File: src/rtl/ssm_pkg.sv
// Contract
// - Master and synchronous bits both set make the port a clock master.
// - Port enable bit turns the two pins into clock and data lines.
// - Half-duplex: sending blocks reception, receiving blocks sending.
// - The device generates and drives the shift clock itself.
// - Clock polarity bit sets the clock line idle level.
// - Data polarity bit sets the data line idle level.
// - Data is sampled where the clock returns to its idle level.
// - Shift register reloads only after the last bit, at once if data waits.
// - Transmit flag sets regardless of enable; only buffer writes clear it.
// - Transmit interrupt request is gated by its enable bit.
// - Read-only shift-register-empty bit, polled, no interrupt from it; the code latches each word end as event bit 1, which can raise irq.
// - The shift register is not reachable by software.
`default_nettype none
package ssm_pkg;
	// ****************************************
	// Register offsets (byte addresses)
	// ****************************************
	localparam logic [7:0] OFS_TXSC = 8'h00;
	localparam logic [7:0] OFS_RXSC = 8'h04;
	localparam logic [7:0] OFS_BAUDC = 8'h08;
	localparam logic [7:0] OFS_DIVL = 8'h0c;
	localparam logic [7:0] OFS_DIVH = 8'h10;
	localparam logic [7:0] OFS_HOLD = 8'h14;
	localparam logic [7:0] OFS_PFLAG = 8'h18;
	localparam logic [7:0] OFS_PEN = 8'h1c;
	localparam logic [7:0] OFS_ICTL = 8'h20;
	localparam logic [7:0] OFS_EVT = 8'h24;
	localparam logic [7:0] OFS_EMASK = 8'h28;
	localparam logic [7:0] OFS_LINE = 8'h2c;
	// ****************************************
	// Field positions and write masks
	// ****************************************
	localparam int TXSC_MASTER = 7;
	localparam int TXSC_NINE = 6;
	localparam int TXSC_TRANSMIT_ENABLE = 5;
	localparam int TXSC_SYNC = 4;
	localparam int TXSC_EMPTY = 1;
	localparam int TXSC_NINTH = 0;
	localparam int RXSC_SERIAL_PORT_ENABLE = 7;
	localparam int RXSC_SREN = 5;
	localparam int RXSC_CREN = 4;
	localparam int RXSC_INHIB = 1;
	localparam int BAUD_DATA_POL = 5;
	localparam int BAUD_CLK_POL = 4;
	localparam int BAUD_16 = 3;
	localparam int PFLAG_TX = 4;
	localparam int PEN_TX = 4;
	localparam int ICTL_GIE = 7;
	localparam int ICTL_PERIPHERAL_IRQ_ENABLE = 6;
	localparam logic [7:0] TXSC_WMASK = 8'hf1;
	localparam logic [7:0] RXSC_WMASK = 8'hb0;
	localparam logic [7:0] BAUDC_WMASK = 8'h38;
	localparam logic [7:0] PEN_WMASK = 8'h10;
	localparam logic [7:0] ICTL_WMASK = 8'hc0;
	localparam logic [7:0] RST_REG8 = 8'h00;
	localparam logic [1:0] RST_EVT = 2'h0;
	// ****************************************
	// Timing and counts
	// ****************************************
	localparam int CLK_PERIOD_NS = 10;
	localparam int TCY_NS = 40;
	localparam int TCY_CYCLES = (TCY_NS + CLK_PERIOD_NS - 1) / CLK_PERIOD_NS;
	localparam logic [2:0] TCY_LAST = 3'(TCY_CYCLES - 1);
	localparam logic [3:0] BITS_EIGHT = 4'h8;
	localparam logic [3:0] BITS_NINE = 4'h9;
	// ****************************************
	// Transmit sequencer states
	// ****************************************
	typedef enum logic [1:0] {
		ST_IDLE = 2'b00,
		ST_LOAD = 2'b01,
		ST_LEAD = 2'b10,
		ST_TRAIL = 2'b11
	} ssm_state_t;
endpackage : ssm_pkg
`default_nettype wire

File: src/rtl/ssm_brg_if.sv
`timescale 1ns/1ps
`default_nettype none
// Baud generator link between the sequencer and its divider
interface ssm_brg_if;
	logic run;
	logic [15:0] divisor;
	logic tick;
	modport gen (input run, input divisor, output tick);
	modport user (output run, output divisor, input tick);
endinterface : ssm_brg_if
`default_nettype wire

File: src/rtl/ssm_baud_gen.sv
`timescale 1ns/1ps
`default_nettype none
module ssm_baud_gen
	import ssm_pkg::*;
(
	// Clock and reset
	input wire logic pclk,
	input wire logic presetn,
	// Sequencer side
	ssm_brg_if.gen brg
);
	logic [16:0] cnt_q;
	logic tick_q;
	wire [16:0] limit;
	wire at_limit;

	// Half shift period is 2*(divisor+1) clocks
	assign limit = {brg.divisor, 1'b1};
	assign at_limit = (cnt_q == limit);
	assign brg.tick = tick_q;

	// Counter restarts whenever the sequencer stops, so phase is fresh
	always_ff @(posedge pclk or negedge presetn) begin
		if (!presetn) begin
			cnt_q <= '0;
			tick_q <= 1'b0;
		end else begin
			cnt_q <= (!brg.run || at_limit) ? '0 : cnt_q + 17'h1;
			tick_q <= brg.run && at_limit;
		end
	end

	// No tick right after a restart
	a_tick_restart: assert property (
		@(posedge pclk) disable iff (!presetn)
		$rose(brg.run) |-> !brg.tick [*2])
		else $error("tick too soon after start");
endmodule : ssm_baud_gen
`default_nettype wire

File: src/rtl/ssm_tx_top.sv
`timescale 1ns/1ps
`default_nettype none
module ssm_tx_top
	import ssm_pkg::*;
(
	// APB slave
	input wire logic pclk,
	input wire logic presetn,
	input wire logic psel,
	input wire logic penable,
	input wire logic pwrite,
	input wire logic [7:0] paddr,
	input wire logic [31:0] pwdata,
	output logic [31:0] prdata,
	output logic pready,
	output logic pslverr,
	// Shift clock line
	input wire logic shift_clock_line_i,
	output logic shift_clock_line_o,
	output logic shift_clock_line_oe,
	// Shift data line
	input wire logic shift_data_line_i,
	output logic shift_data_line_o,
	output logic shift_data_line_oe,
	// Interrupt
	output logic irq
);
	// ****************************************
	// Declarations
	// ****************************************
	logic [7:0] txsc_q, rxsc_q, baudc_q, divl_q, divh_q, hold_q;
	logic [7:0] pen_q, ictl_q;
	logic [1:0] evt_q, emask_q;
	logic transmit_buffer_empty_flag_q, hold_full_q;
	ssm_state_t state_q, state_d;
	logic [8:0] tsr_q, tsr_d;
	logic [3:0] bit_cnt_q, bit_cnt_d;
	logic [2:0] tcy_cnt_q, tcy_cnt_d;
	logic ck_q, dt_q, ck_oe_q, dt_oe_q, irq_q;
	logic pready_q, pslverr_q;
	logic [31:0] prdata_q;
	logic ck_s1_q, ck_s2_q, dt_s1_q, dt_s2_q;
	wire acc_req, hold_stall, take, wr_en, mapped;
	wire wr_txsc, wr_rxsc, wr_baudc, wr_divl, wr_divh, wr_hold;
	wire wr_pen, wr_ictl, wr_evt, wr_emask;
	wire tx_ok, rx_req, start, busy, shifting, shift_register_empty, tick;
	wire lead_tick, trail_tick, load_done, word_done;
	wire clk_pol, data_pol, lines_on, tx_irq;
	wire [1:0] evt_set;
	wire [7:0] txsc_rd, rxsc_rd, pflag_rd, line_rd, rd8;
	wire [31:0] rd_data;
	ssm_brg_if brg_bus ();

	function automatic logic hit(input logic [7:0] a,
		input logic [7:0] ofs);
		return a == ofs;
	endfunction : hit

	// ****************************************
	// APB slave
	// ****************************************
	// One wait state; holding-buffer writes wait out a transfer
	assign acc_req = psel & penable & ~pready_q;
	assign hold_stall = (state_q == ST_LOAD) & pwrite & hit(paddr, OFS_HOLD);
	assign take = acc_req & ~hold_stall;
	assign wr_en = psel & penable & pready_q & pwrite & ~pslverr_q;
	assign mapped = hit(paddr, OFS_TXSC) | hit(paddr, OFS_RXSC) |
		hit(paddr, OFS_BAUDC) | hit(paddr, OFS_DIVL) |
		hit(paddr, OFS_DIVH) | hit(paddr, OFS_HOLD) |
		hit(paddr, OFS_PFLAG) | hit(paddr, OFS_PEN) |
		hit(paddr, OFS_ICTL) | hit(paddr, OFS_EVT) |
		hit(paddr, OFS_EMASK) | hit(paddr, OFS_LINE);

	// Write strobes
	assign wr_txsc = wr_en & hit(paddr, OFS_TXSC);
	assign wr_rxsc = wr_en & hit(paddr, OFS_RXSC);
	assign wr_baudc = wr_en & hit(paddr, OFS_BAUDC);
	assign wr_divl = wr_en & hit(paddr, OFS_DIVL);
	assign wr_divh = wr_en & hit(paddr, OFS_DIVH);
	assign wr_hold = wr_en & hit(paddr, OFS_HOLD);
	assign wr_pen = wr_en & hit(paddr, OFS_PEN);
	assign wr_ictl = wr_en & hit(paddr, OFS_ICTL);
	assign wr_evt = wr_en & hit(paddr, OFS_EVT);
	assign wr_emask = wr_en & hit(paddr, OFS_EMASK);

	// Read views; the shift register has no address at all
	assign txsc_rd = txsc_q | ({7'h0, shift_register_empty} << TXSC_EMPTY);
	assign rxsc_rd = rxsc_q | ({7'h0, busy} << RXSC_INHIB);
	assign pflag_rd = {7'h0, transmit_buffer_empty_flag_q} << PFLAG_TX;
	assign line_rd = {6'h0, dt_s2_q, ck_s2_q};
	assign rd8 = hit(paddr, OFS_TXSC) ? txsc_rd :
		hit(paddr, OFS_RXSC) ? rxsc_rd :
		hit(paddr, OFS_BAUDC) ? baudc_q :
		hit(paddr, OFS_DIVL) ? divl_q :
		hit(paddr, OFS_DIVH) ? divh_q :
		hit(paddr, OFS_HOLD) ? hold_q :
		hit(paddr, OFS_PFLAG) ? pflag_rd :
		hit(paddr, OFS_PEN) ? pen_q :
		hit(paddr, OFS_ICTL) ? ictl_q :
		hit(paddr, OFS_EVT) ? {6'h0, evt_q} :
		hit(paddr, OFS_EMASK) ? {6'h0, emask_q} :
		hit(paddr, OFS_LINE) ? line_rd : 8'h00;
	assign rd_data = {24'h0, rd8};

	// Answer registered, so pready comes from a flop
	always_ff @(posedge pclk or negedge presetn) begin
		if (!presetn) begin
			pready_q <= 1'b0;
			pslverr_q <= 1'b0;
			prdata_q <= '0;
		end else begin
			pready_q <= take;
			pslverr_q <= take & ~mapped;
			if (take)
				prdata_q <= mapped ? rd_data : '0;
		end
	end

	// ****************************************
	// Control registers
	// ****************************************
	// Reserved and read-only bits never store
	always_ff @(posedge pclk or negedge presetn) begin
		if (!presetn) begin
			txsc_q <= RST_REG8;
			rxsc_q <= RST_REG8;
			baudc_q <= RST_REG8;
			divl_q <= RST_REG8;
			divh_q <= RST_REG8;
		end else begin
			if (wr_txsc)
				txsc_q <= pwdata[7:0] & TXSC_WMASK;
			if (wr_rxsc)
				rxsc_q <= pwdata[7:0] & RXSC_WMASK;
			if (wr_baudc)
				baudc_q <= pwdata[7:0] & BAUDC_WMASK;
			if (wr_divl)
				divl_q <= pwdata[7:0];
			if (wr_divh)
				divh_q <= pwdata[7:0];
		end
	end

	// Interrupt side registers
	always_ff @(posedge pclk or negedge presetn) begin
		if (!presetn) begin
			pen_q <= RST_REG8;
			ictl_q <= RST_REG8;
			emask_q <= RST_EVT;
		end else begin
			if (wr_pen)
				pen_q <= pwdata[7:0] & PEN_WMASK;
			if (wr_ictl)
				ictl_q <= pwdata[7:0] & ICTL_WMASK;
			if (wr_emask)
				emask_q <= pwdata[1:0];
		end
	end

	// ****************************************
	// Holding buffer and transmit flag
	// ****************************************
	// A write while full overwrites the waiting word
	always_ff @(posedge pclk or negedge presetn) begin
		if (!presetn) begin
			hold_q <= RST_REG8;
			hold_full_q <= 1'b0;
			transmit_buffer_empty_flag_q <= 1'b0;
		end else begin
			if (wr_hold)
				hold_q <= pwdata[7:0];
			if (wr_hold)
				hold_full_q <= 1'b1;
			else if (load_done)
				hold_full_q <= 1'b0;
			if (load_done)
				transmit_buffer_empty_flag_q <= 1'b1;
			else if (wr_hold)
				transmit_buffer_empty_flag_q <= 1'b0;
		end
	end

	// ****************************************
	// Mode decode
	// ****************************************
	assign lines_on = rxsc_q[RXSC_SERIAL_PORT_ENABLE] & txsc_q[TXSC_SYNC];
	assign tx_ok = lines_on & txsc_q[TXSC_MASTER] &
		txsc_q[TXSC_TRANSMIT_ENABLE];
	assign rx_req = rxsc_q[RXSC_SREN] | rxsc_q[RXSC_CREN];
	// A pending receive blocks a new word
	assign start = hold_full_q & tx_ok & ~rx_req;
	assign busy = (state_q != ST_IDLE);
	assign shifting = (state_q == ST_LEAD) | (state_q == ST_TRAIL);
	assign shift_register_empty = ~shifting;
	assign clk_pol = baudc_q[BAUD_CLK_POL];
	assign data_pol = baudc_q[BAUD_DATA_POL];

	// Baud divider runs only across a word
	assign brg_bus.run = shifting;
	assign brg_bus.divisor = baudc_q[BAUD_16] ? {divh_q, divl_q} :
		{8'h00, divl_q};
	assign tick = brg_bus.tick;

	ssm_baud_gen u_brg (
		.pclk(pclk),
		.presetn(presetn),
		.brg(brg_bus)
	);

	// ****************************************
	// Transmit sequencer
	// ****************************************
	assign load_done = (state_q == ST_LOAD) & tx_ok & (tcy_cnt_q == TCY_LAST);
	assign lead_tick = (state_q == ST_LEAD) & tx_ok & tick;
	assign trail_tick = (state_q == ST_TRAIL) & tx_ok & tick;
	assign word_done = trail_tick & (bit_cnt_q == 4'h0);

	// Next state; losing a mode bit drops the word at once
	always_comb begin
		state_d = state_q;
		tsr_d = tsr_q;
		bit_cnt_d = bit_cnt_q;
		tcy_cnt_d = tcy_cnt_q;
		unique case (state_q)
			ST_IDLE: begin
				if (start) begin
					state_d = ST_LOAD;
					tcy_cnt_d = 3'h0;
				end
			end
			ST_LOAD: begin
				if (!tx_ok) begin
					state_d = ST_IDLE;
				end else if (load_done) begin
					state_d = ST_LEAD;
					tsr_d = {txsc_q[TXSC_NINTH], hold_q};
					bit_cnt_d = txsc_q[TXSC_NINE] ? BITS_NINE : BITS_EIGHT;
				end else begin
					tcy_cnt_d = tcy_cnt_q + 3'h1;
				end
			end
			ST_LEAD: begin
				if (!tx_ok) begin
					state_d = ST_IDLE;
				end else if (lead_tick) begin
					state_d = ST_TRAIL;
					tsr_d = {1'b0, tsr_q[8:1]};
					bit_cnt_d = bit_cnt_q - 4'h1;
				end
			end
			ST_TRAIL: begin
				if (!tx_ok) begin
					state_d = ST_IDLE;
				end else if (word_done) begin
					state_d = start ? ST_LOAD : ST_IDLE;
					tcy_cnt_d = 3'h0;
				end else if (trail_tick) begin
					state_d = ST_LEAD;
				end
			end
		endcase
	end

	always_ff @(posedge pclk or negedge presetn) begin
		if (!presetn) begin
			state_q <= ST_IDLE;
			tsr_q <= '0;
			bit_cnt_q <= 4'h0;
			tcy_cnt_q <= 3'h0;
		end else begin
			state_q <= state_d;
			tsr_q <= tsr_d;
			bit_cnt_q <= bit_cnt_d;
			tcy_cnt_q <= tcy_cnt_d;
		end
	end

	// ****************************************
	// Pin drivers
	// ****************************************
	// Data moves on the leading edge and returns to idle a cycle
	// after the word, so it never changes at the sampling edge
	always_ff @(posedge pclk or negedge presetn) begin
		if (!presetn) begin
			ck_q <= 1'b0;
			dt_q <= 1'b0;
			ck_oe_q <= 1'b0;
			dt_oe_q <= 1'b0;
		end else begin
			ck_q <= clk_pol ^ (state_d == ST_TRAIL);
			if (lead_tick)
				dt_q <= tsr_q[0];
			else if (!shifting)
				dt_q <= data_pol;
			ck_oe_q <= lines_on & txsc_q[TXSC_MASTER];
			dt_oe_q <= lines_on & (busy | ~rx_req);
		end
	end

	// Pins from outside pass two flops before use
	always_ff @(posedge pclk or negedge presetn) begin
		if (!presetn) begin
			ck_s1_q <= 1'b0;
			ck_s2_q <= 1'b0;
			dt_s1_q <= 1'b0;
			dt_s2_q <= 1'b0;
		end else begin
			ck_s1_q <= shift_clock_line_i;
			ck_s2_q <= ck_s1_q;
			dt_s1_q <= shift_data_line_i;
			dt_s2_q <= dt_s1_q;
		end
	end

	// ****************************************
	// Interrupts
	// ****************************************
	assign evt_set = {word_done, load_done};
	assign tx_irq = transmit_buffer_empty_flag_q & pen_q[PEN_TX] & ictl_q[ICTL_GIE] &
		ictl_q[ICTL_PERIPHERAL_IRQ_ENABLE];

	// Sticky events; a new event beats a same-cycle clear
	always_ff @(posedge pclk or negedge presetn) begin
		if (!presetn) begin
			evt_q <= RST_EVT;
			irq_q <= 1'b0;
		end else begin
			evt_q <= (evt_q & ~(wr_evt ? pwdata[1:0] : 2'h0)) | evt_set;
			irq_q <= (|(evt_q & emask_q)) | tx_irq;
		end
	end

	// Outputs
	assign prdata = prdata_q;
	assign pready = pready_q;
	assign pslverr = pslverr_q;
	assign shift_clock_line_o = ck_q;
	assign shift_clock_line_oe = ck_oe_q;
	assign shift_data_line_o = dt_q;
	assign shift_data_line_oe = dt_oe_q;
	assign irq = irq_q;

	// ****************************************
	// Checks
	// ****************************************
	a_mode_drop: assert property (
		@(posedge pclk) disable iff (!presetn)
		busy && !tx_ok |=> state_q == ST_IDLE)
		else $error("word kept after mode loss");
	a_clock_drive: assert property (
		@(posedge pclk) disable iff (!presetn)
		$rose(tx_ok) |=> ck_oe_q && shift_data_line_oe)
		else $error("lines not driven in master mode");
	a_half_duplex: assert property (
		@(posedge pclk) disable iff (!presetn)
		state_q == ST_IDLE && rx_req |=> state_q == ST_IDLE)
		else $error("transmit started while receiving");
	a_clock_idle: assert property (
		@(posedge pclk) disable iff (!presetn)
		!shifting && $stable(clk_pol) |-> ck_q == clk_pol)
		else $error("clock not at idle level");
	a_data_idle: assert property (
		@(posedge pclk) disable iff (!presetn)
		!shifting ##1 !shifting && $stable(data_pol) |-> dt_q == data_pol)
		else $error("data not at idle level");
	a_sample_edge: assert property (
		@(posedge pclk) disable iff (!presetn)
		trail_tick |=> $stable(dt_q) && ck_q == clk_pol)
		else $error("data moved at sampling edge");
	a_no_early_load: assert property (
		@(posedge pclk) disable iff (!presetn)
		shifting && bit_cnt_q != 4'h0 |=> state_q != ST_LOAD)
		else $error("reload before last bit");
	a_load_tcy: assert property (
		@(posedge pclk) disable iff (!presetn)
		$rose(state_q == ST_LOAD) && tx_ok ##3 tx_ok |=>
		state_q == ST_LEAD && transmit_buffer_empty_flag_q && !hold_full_q)
		else $error("transfer not one instruction cycle");
	a_flag_sticky: assert property (
		@(posedge pclk) disable iff (!presetn)
		transmit_buffer_empty_flag_q && !wr_hold |=> transmit_buffer_empty_flag_q)
		else $error("transmit flag cleared without data");
	a_irq_gate: assert property (
		@(posedge pclk) disable iff (!presetn)
		(!pen_q[PEN_TX] && emask_q == 2'h0) [*2] |-> !irq_q)
		else $error("interrupt without enable");
	a_empty_flag: assert property (
		@(posedge pclk) disable iff (!presetn)
		load_done |=> !txsc_rd[TXSC_EMPTY] && !(|pflag_rd) == 1'b0)
		else $error("empty bit wrong after load");
	a_lsb_first: assert property (
		@(posedge pclk) disable iff (!presetn)
		lead_tick |=> dt_q == $past(tsr_q[0]) && ck_q != clk_pol)
		else $error("bit order or clock phase wrong");
endmodule : ssm_tx_top
`default_nettype wire

File: config.mk
export PLATFORM = sky130hd
export DESIGN_NAME = ssm_tx_top
export DESIGN_NICKNAME = d
export VERILOG_FILES = /design/src/rtl/ssm_pkg.sv /design/src/rtl/ssm_brg_if.sv /design/src/rtl/ssm_baud_gen.sv /design/src/rtl/ssm_tx_top.sv
export SDC_FILE = /design/constraint.sdc
export NUM_CORES = 1
export LEC_CHECK = 0
export BUFFER_PORTS_ARGS = -buffer_cell sky130_fd_sc_hd__buf_2
export CAP_MARGIN = 15
export CORE_MARGIN = 5
export CORE_UTILIZATION = 51
export DETAILED_ROUTE_END_ITERATION = 16
export PLACE_DENSITY_LB_ADDON = 0.05
export SYNTH_ARGS = -nofsm -noshare
export SYNTH_HDL_FRONTEND = slang
export SYNTH_SLANG_ARGS = --single-unit
File: constraint.sdc
create_clock -name pclk -period 1.99 [get_ports pclk]
set_input_delay 0.199 -clock pclk [delete_from_list [all_inputs] [get_ports pclk]]
set_output_delay 0.199 -clock pclk [all_outputs]
set_load 0.02 [all_outputs]
### Yosys cells after proc, flatten, opt, wreduce, memory -nomap -nowiden

Index checks and enable logic that the tools add are counted.

* bits in registers: 123
* latch bits: 0
* RAM bits: 0
* ROM bits: 0
* input port bits: 47
* output and inout port bits: 39
* word-level logic and storage cells: 184
* memories: 0

* add/sub/neg operators: 3
* multipliers: 0
* divide/modulo/power cells: 0
* order comparisons: 0
* equality and inequality tests: 26
* shift operators: 0
* multiplexer cells: 49
* bitwise gates (word level): 63
* reductions and logical operators: 13

Operators by type and width (number)
* $mux W8: 10
* $mux W9: 4
* $and A1 B1 Y1: 35
* $eq A8 B5 Y1 const B: 4
* $eq A8 B6 Y1 const B: 4
* $mux W2: 12
* $pmux W9 S2: 1
* $add A17 B1 Y17 const B: 1
* $eq A17 B17 Y1: 1
* $mux W17: 1
* $eq A8 B4 Y1 const B: 2
* $mux W16: 1
* $mux W4: 4
* $ne A2 B2 Y1 const B: 8
* $or A8 B2 Y8: 2
* $mux W3: 5
* $or A1 B1 Y1: 15
* $pmux W3 S3: 1
* $eq A8 B3 Y1 const B: 1
* $logic_not A8 Y1: 1
* $mux W1: 8
* $pmux W2 S4: 1
* $pmux W4 S2: 1
* $eq A2 B2 Y1 const B: 3
* 20 further kinds: 28

### Longest topological paths before layout

Gate-level depths: netlist (run 1).

* depth after elaboration: 14
* gate-level depth with buffers: 7
* depth with buffers taken out: 6

### Cells and area by module

Synthesis (run 1) repeated with hierarchy kept, for this count alone.

* cells, all modules: 506
* area total of the unflattened synthesis: 5301.3 um^2

Modules (own cells, without submodules)
* ssm_tx_top: instances 1, cells each 385, area an instance 4192.8 um^2, sequential area each 2026.9 um^2
* ssm_baud_gen: instances 1, cells each 121, area an instance 1108.6 um^2, sequential area each 450.4 um^2

### Worst setup path before layout (run 1)

OpenSTA, ideal clock, no wires.

* path type: register to register
* start: register u_brg.cnt_q[3]
* end: register u_brg.cnt_q[1]
* arrival time: 1.858 ns
* required time: 1.870 ns
* path slack: 0.012 ns
* cell stages (with the launch flop): 6
* cells stage by stage: dfrtp_1 -> xnor2_1 -> nand3_1 -> or4_4 -> or4_1 -> and3_1

* word-level cells in the longest chain between the ends: 3

Ends and longest elaborated chain
* start: declaration: line ssm_baud_gen.sv:12 `logic [16:0] cnt_q;`
* start signal: assignment: line ssm_baud_gen.sv:28 `cnt_q <= (!brg.run || at_limit) ? '0 : cnt_q + 17'h1;`
* $eq A17 B17 Y1: line ssm_baud_gen.sv:19 `assign at_limit = (cnt_q == limit);`
* $logic_or A1 B1 Y1: line ssm_baud_gen.sv:28
* $mux W17: line ssm_baud_gen.sv:28

Every way passes these cells.
A chain may end at the register's enable or synchronous reset.

### Worst setup path in the final report (run 1)

* start: register u_brg.cnt_q[15]
* end: register u_brg.cnt_q[1]

The elaborated chain is that of the path after synthesis.

==> metrics, run 1 <==
register area=2480 sq um; row cnt=37; WL/cell=18.7 um; hold depth=2; unrepaired setup endpoints after global routing=true; Pwr Total=0.00346 W; antenna violations before repair=0; CP required=2.25 ns; DR pass1 iterations=5; Worst Skew=0.0132 ns; Multi-input gate area=2590 sq um; most frequent cells in the layout=99 x dfrtp_1, 51 x buf_4, 47 x nand2_1, 43 x mux2_2, 41 x nor2_1; sequential area share after synthesis=47.1%; EDFF count, synth=0; HP Class=in -> reg; Crit path depth=5; total number of vias=4092; vias in the first global route=4084; Inserted Clock Buffers=9; Vias/cell=5.65; most common cell after layout, fill and taps aside=dfrtp_1; Clock Sinks=99; final hold vios=0; Final setup viols=0; Final HPWL DP=10.2 mm; r2r worst-path depth=5; Synth Area in Adders=1.19%; Clock Latency Late Sink=0.36 ns; CP Capture Type=flip-flop; critical path cell sequence=inv_1 > o22ai_1 > or4_4 > or4_4 > and3_4; xor and xnor area share after synthesis=4.49%; Worst-path clk slew=0.09 ns; Synth Area in Compound Gates=11.7%; crit path buf inv count=1; Final Max Tran Viols=0; cell area after layout=6080 sq um; family with the most delay on the worst path=simple AND/OR/NAND/NOR gates; Slew @ Worst Pin=0.630 ns; Die Wd=112 um; Critical Path AT=2.23 ns; Worst path max stage delay=0.54 ns; worst vdd ir=429 uV; DRC=0; number of library cell types mapped by synthesis=64; ANT nets after route=0; Die ar.=12500 sq um; first-pass GRT wire length=22.3 mm; fmax=508 MHz; CTS H-tree lvls=3; Routed WL=13.6 mm; critical path class=reg -> reg; gr usage total=22.7%; final worst-path cycle share=98.9%; ratio of cells with drive above 1 in the final layout=29.4%; # nets final=635; Post-Syn Area=5260 sq um; CTS Root Cell=clkbuf_8; core area=10200 sq um; async set-or-reset flop fraction in the synthesized netlist=100%; mux share of post-synthesis cell area=11.9%; Ant. Diodes=0; FF+latch count, synth=99; placed cell area=5810 sq um; Max-Cap Viols=0; Iter 0 DRT Violations=335; Synthesis Warnings=0; Leakage=2.83 nW; total grt overflow=0; largest family of logic cells by synthesized area=simple AND/OR/NAND/NOR gates; largest net degree at the start of global routing=45; cells after synthesis=502; syn_area_per_cell=10.5 sq um; slew margin rel.=57.5%; CP Launch Type=flip-flop; Power Density=570 nW/um^2; clock buffer depth=2; post-route minimum period=1.97 ns; CP max FO=4; cell repeated most along the worst path=or4_4; Port Buf Inserts=37; FILL cells=922; Die Y=112 um; CTS tree=done; setup_tns=0 ns; ys flop type=dfrtp_1; post-synthesis simple-gate area fraction=17.1%; Final Wtd Congestion=0.930; Area Growth Syn to Fin=15.5%; IO Pins=86; outcome=complete, no violations; Initial Utilization=51.7%; slowest CP cell=or4_4
==> final cells by class <==
cell class                      count  share of cell area (%)
Tap cell                          136                    2.80
Inverter                           12                   0.741
Multi-Input combinational cell    368                    42.6
Clock buffer                       11                    2.16
Sequential cell                    99                    40.8
Timing Repair Buffer               93                    10.5
Clock inverter                      5                   0.494
==> worst paths after layout <==
kind                                  from  slack [ns]        endpoint
hold reg to reg                    dt_s1_q        0.36         dt_s2_q
hold / removal                   pwdata[2]        0.13       hold_q[2]
setup / recovery           u_brg.cnt_q[15]        0.02  u_brg.cnt_q[1]
max in group asynchronous          presetn        0.97  u_brg.cnt_q[3]
min in group asynchronous          presetn        0.36  u_brg.cnt_q[4]
setup reg to reg           u_brg.cnt_q[15]        0.02  u_brg.cnt_q[1]
==> power by group <==
part / switching (W) / internal [W] / leakage, nW
clock: 0.000700 / 0.000450 / 0.0791
combinational: 0.000200 / 0.0000820 / 1.40
sequential: 0.00000811 / 0.00202 / 1.35
total: 0.000908 / 0.00255 / 2.83
==> logic make-up after synthesis <==
family / Yosys count
compound gates: 82
xor+xnor: 27
fa+ha+maj: 5
buf+inv: 58
flops: 99
mux: 56
other cells: 1
simple gates: 174
==> sequential cells by signal (all words and copies together) (netlist names), 3 cells and up <==
register,count
prdata,8
divl_q,8
tcy_cnt_q,3
hold_q,8
txsc_q,5
tsr_q,9
divh_q,8
baudc_q,3
rxsc_q,3
bit_cnt_q,4
u_brg.cnt_q,17
==> through the flow <==
stage                     util, %  cells  setup WS (ns)  hold WS (ns)
after CTS                    59.3    724        0.00184         0.107
after floorplan                 -    525         0.0125       -0.0966
after global routing         59.7    724        -0.0317         0.119
final                        59.7    724         0.0224         0.127
after detailed placement     57.1    703        -0.0904         0.228
after global placement       57.1    703        -0.0803         0.234
==> metal layers <==
layer	vias up	share of wire [%]	GRT usage, %
li1	1919	-	-
met1	1995	48	34.6
met2	165	44	33.7
met3	13	6.2	3.59
met4	0	1.3	6.24
met5	-	0	0
==> synthesized netlist by cell type, types with 4 or more instances <==
cell type	count	area, sq um
a31oi_1	4	25.0
nand2b_1	5	31.3
a21oi_1	13	65.1
o22ai_1	7	43.8
and3_1	9	56.3
clkbuf_1	13	48.8
ha_1	5	62.6
nand2_1	47	176
a22o_1	6	52.6
nor2b_1	8	50.1
xnor2_1	18	158
inv_1	12	45.0
mux2_2	43	484
o21ai_0	15	75.1
a211oi_1	5	37.5
xor2_1	9	78.8
buf_2	4	20.0
nor2_1	43	161
mux2i_1	12	120
or4_1	4	30.0
nand4_1	7	43.8
dfrtp_1	99	2480
nand3_1	18	90.1
nor3_1	6	30.0
a22oi_1	4	30.0
buf_4	25	188
==> worst register-to-register path, stage by stage, from the launching register on <==
cell and delay [ns]:
dfrtp_1 0.45, inv_1 0.09, o22ai_1 0.08, or4_4 0.54, or4_4 0.53, and3_4 0.19
==> timing repair <==
item	4_1_cts	5_1_grt
gates cloned	0	0
gates resized for setup	5	8
hold buffers	3	0
pin swaps	3	0
hold endpoints to repair	44	0
setup endpoints to repair	2	17
buffers inserted	2	0
No activity file was read; power rests on OpenSTA's default activity.
==> run 2: changes to the inputs <==
MAX_ROUTING_LAYER = met4   (was default)
==> metrics, run 2 (same netlist as run 1, synthesis figures left out) <==
outcome=complete, no violations; Inserted Clock Buffers=9 (unchanged); total grt overflow=0 (unchanged); CTS Root Cell=clkbuf_8; largest net degree at the start of global routing=44 (-2.2%); met2 WL post-DR=6.16 mm (+2.9%); Routed WL=13.8 mm (+1.9%); Top Registers=u_brg.cnt_q (17), tsr_q (9); cell repeated most along the worst path=or4_4; Ant. Diodes=0 (unchanged); Area Growth Syn to Fin=16.7%; Vias/cell=5.56 (-1.6%); metal3 WL=853 um (+0.71%); Worst Skew=0.00632 ns (-0.00688 ns); Layout Cells excl Fill=726 (+0.28%); HP Class=in -> reg; CP required=2.27 ns (+0.02 ns); met1 WL=6.55 mm (-0.32%); max reg flops=17 (unchanged); slowest CP cell=or4_4; first-pass GRT wire length=22.6 mm (+1.4%); post-route minimum period=1.98 ns (+0.0104 ns); Port Buf Inserts=37 (unchanged); core area=10200 sq um (unchanged); fin worst setup slack=0.0120 ns (-0.0104 ns); highest routed metal layer=met4; Max-Cap Viols=0 (unchanged); Reg with most FFs=u_brg.cnt_q; antenna violations before repair=0 (unchanged); gr usage total=24.1% (+1.4 points); Clock Sinks=99 (unchanged); Leakage=2.87 nW (+1.4%); final worst-path cycle share=99.4% (+0.52 points); Slew @ Worst Pin=0.548 ns (-0.0814 ns); CP max FO=3 (-1); most frequent cells in the layout=98 x dfrtp_1, 55 x buf_4, 47 x nand2_1, 43 x mux2_2, 42 x nor2_1; crit path buf inv count=0 (-1); total number of vias=4037 (-1.3%); Worst path max stage delay=0.56 ns (+0.02 ns); CTS H-tree lvls=3 (unchanged); WL/cell=19.0 um (+1.6%); Pwr Total=0.00379 W (+9.4%); Die ar.=12500 sq um (unchanged); Iter 0 DRT Violations=282 (-16%); pre-CTS WS=-0.0489 ns (+0.0414 ns); Initial Utilization=51.7% (unchanged); Clock Latency Late Sink=0.38 ns (+0.02 ns); CTS tree=done; Final HPWL DP=10.4 mm (+2.3%); DRC=0 (unchanged); fmax=506 MHz (-0.52%); clock buffer depth=2 (unchanged); fin util=60.3% (+0.64 points); CP Capture Type=flip-flop; ANT nets after route=0 (unchanged); DR pass1 iterations=5 (unchanged); Critical Path AT=2.26 ns (+0.03 ns); row cnt=37 (unchanged); Die Wd=112 um (unchanged); CP Launch Type=flip-flop; slew margin rel.=63.0% (+5.5 points); Final Max Tran Viols=0 (unchanged); # nets final=637 (+0.31%); IO Pins=86 (unchanged); critical path class=reg -> reg; worst vdd ir=478 uV (+11%); most common cell after layout, fill and taps aside=dfrtp_1; Power Density=617 nW/um^2 (+8.3%); DP Cell Count=704 (+0.14%); critical path cell sequence=xnor2_1 > or4_4 > or4_4 > and3_4; final hold vios=0 (unchanged); Worst-path clk slew=0.09 ns (about the same); cell area after layout=6140 sq um (+1.1%); Final setup viols=0 (unchanged); placed cell area=5820 sq um (+0.13%); vias in the first global route=4090 (+0.15%); Final Wtd Congestion=0.957 (+2.9%); family with the most delay on the worst path=simple AND/OR/NAND/NOR gates; Die Y=112 um (unchanged); ratio of cells with drive above 1 in the final layout=30.3% (+0.92 points); unrepaired setup endpoints after global routing=true
-- run 2: cell count changes in the layout (fill, tap and decap cells not counted), sizes merged --
cell | previous run | this run
buf | 90 | 92
bufinv | 0 | 2
clkbuf | 11 | 10
clkinvlp | 2 | 0
inv | 12 | 13
-- run 2: report_power, final --
part | internal (W) | switching (W) | leakage (nW)
clock | 0.000745 | 0.000726 | 0.117
combinational | 0.0000845 | 0.000201 | 1.40
sequential | 0.00202 | 0.00000857 | 1.35
-- run 2: final timing paths --
check	end	cells after the start	slack [ns]	start
worst max-delay path	u_brg.cnt_q[1]	4	0.01	u_brg.cnt_q[13]
worst max register to register	u_brg.cnt_q[1]	4	0.01	u_brg.cnt_q[13]
worst min-delay path	divl_q[2]	2	0.11	pwdata[2]
worst min register to register	dt_s2_q	0	0.36	dt_s1_q
max in group asynchronous	state_q[0]	3	1.00	presetn
min in group asynchronous	u_brg.cnt_q[5]	2	0.34	presetn
-- run 2: timing repair --
item / in CTS / in global routing
setup endpoints to repair: 2 / 18
setup buffers: 3 / 0
hold buffers: 3 / 0
endpoints found under the hold margin: 42 / 0
resized for setup: 3 / 9
pin swaps: 2 / 2
-- run 2: final cells by class --
class | instances | area (sq um)
multi-input combinational | 368 | 2580
inverter | 12 | 45.0
clock inverter | 6 | 87.6
timing repair buffer | 95 | 643
clock buffer | 10 | 138
tap | 136 | 170
fill | 902 | 4040
sequential | 99 | 2480
-- run 2: routing by layer --
metal  vias to the layer above  track usage (%)
met5                         -                -
met4                         0             7.79
met3                        20             4.51
met2                       125             35.2
met1                      1973             34.0
li1                       1919                -
-- run 2: per-stage QoR --
step           TNS [ns]  hold WS (ns)
2_1_floorplan         0       -0.0966
3_3_place_gp    -0.0477         0.227
3_5_place_dp    -0.0999         0.224
4_1_cts               0        0.0890
5_1_grt          -0.247        0.0959
6_report              0         0.110
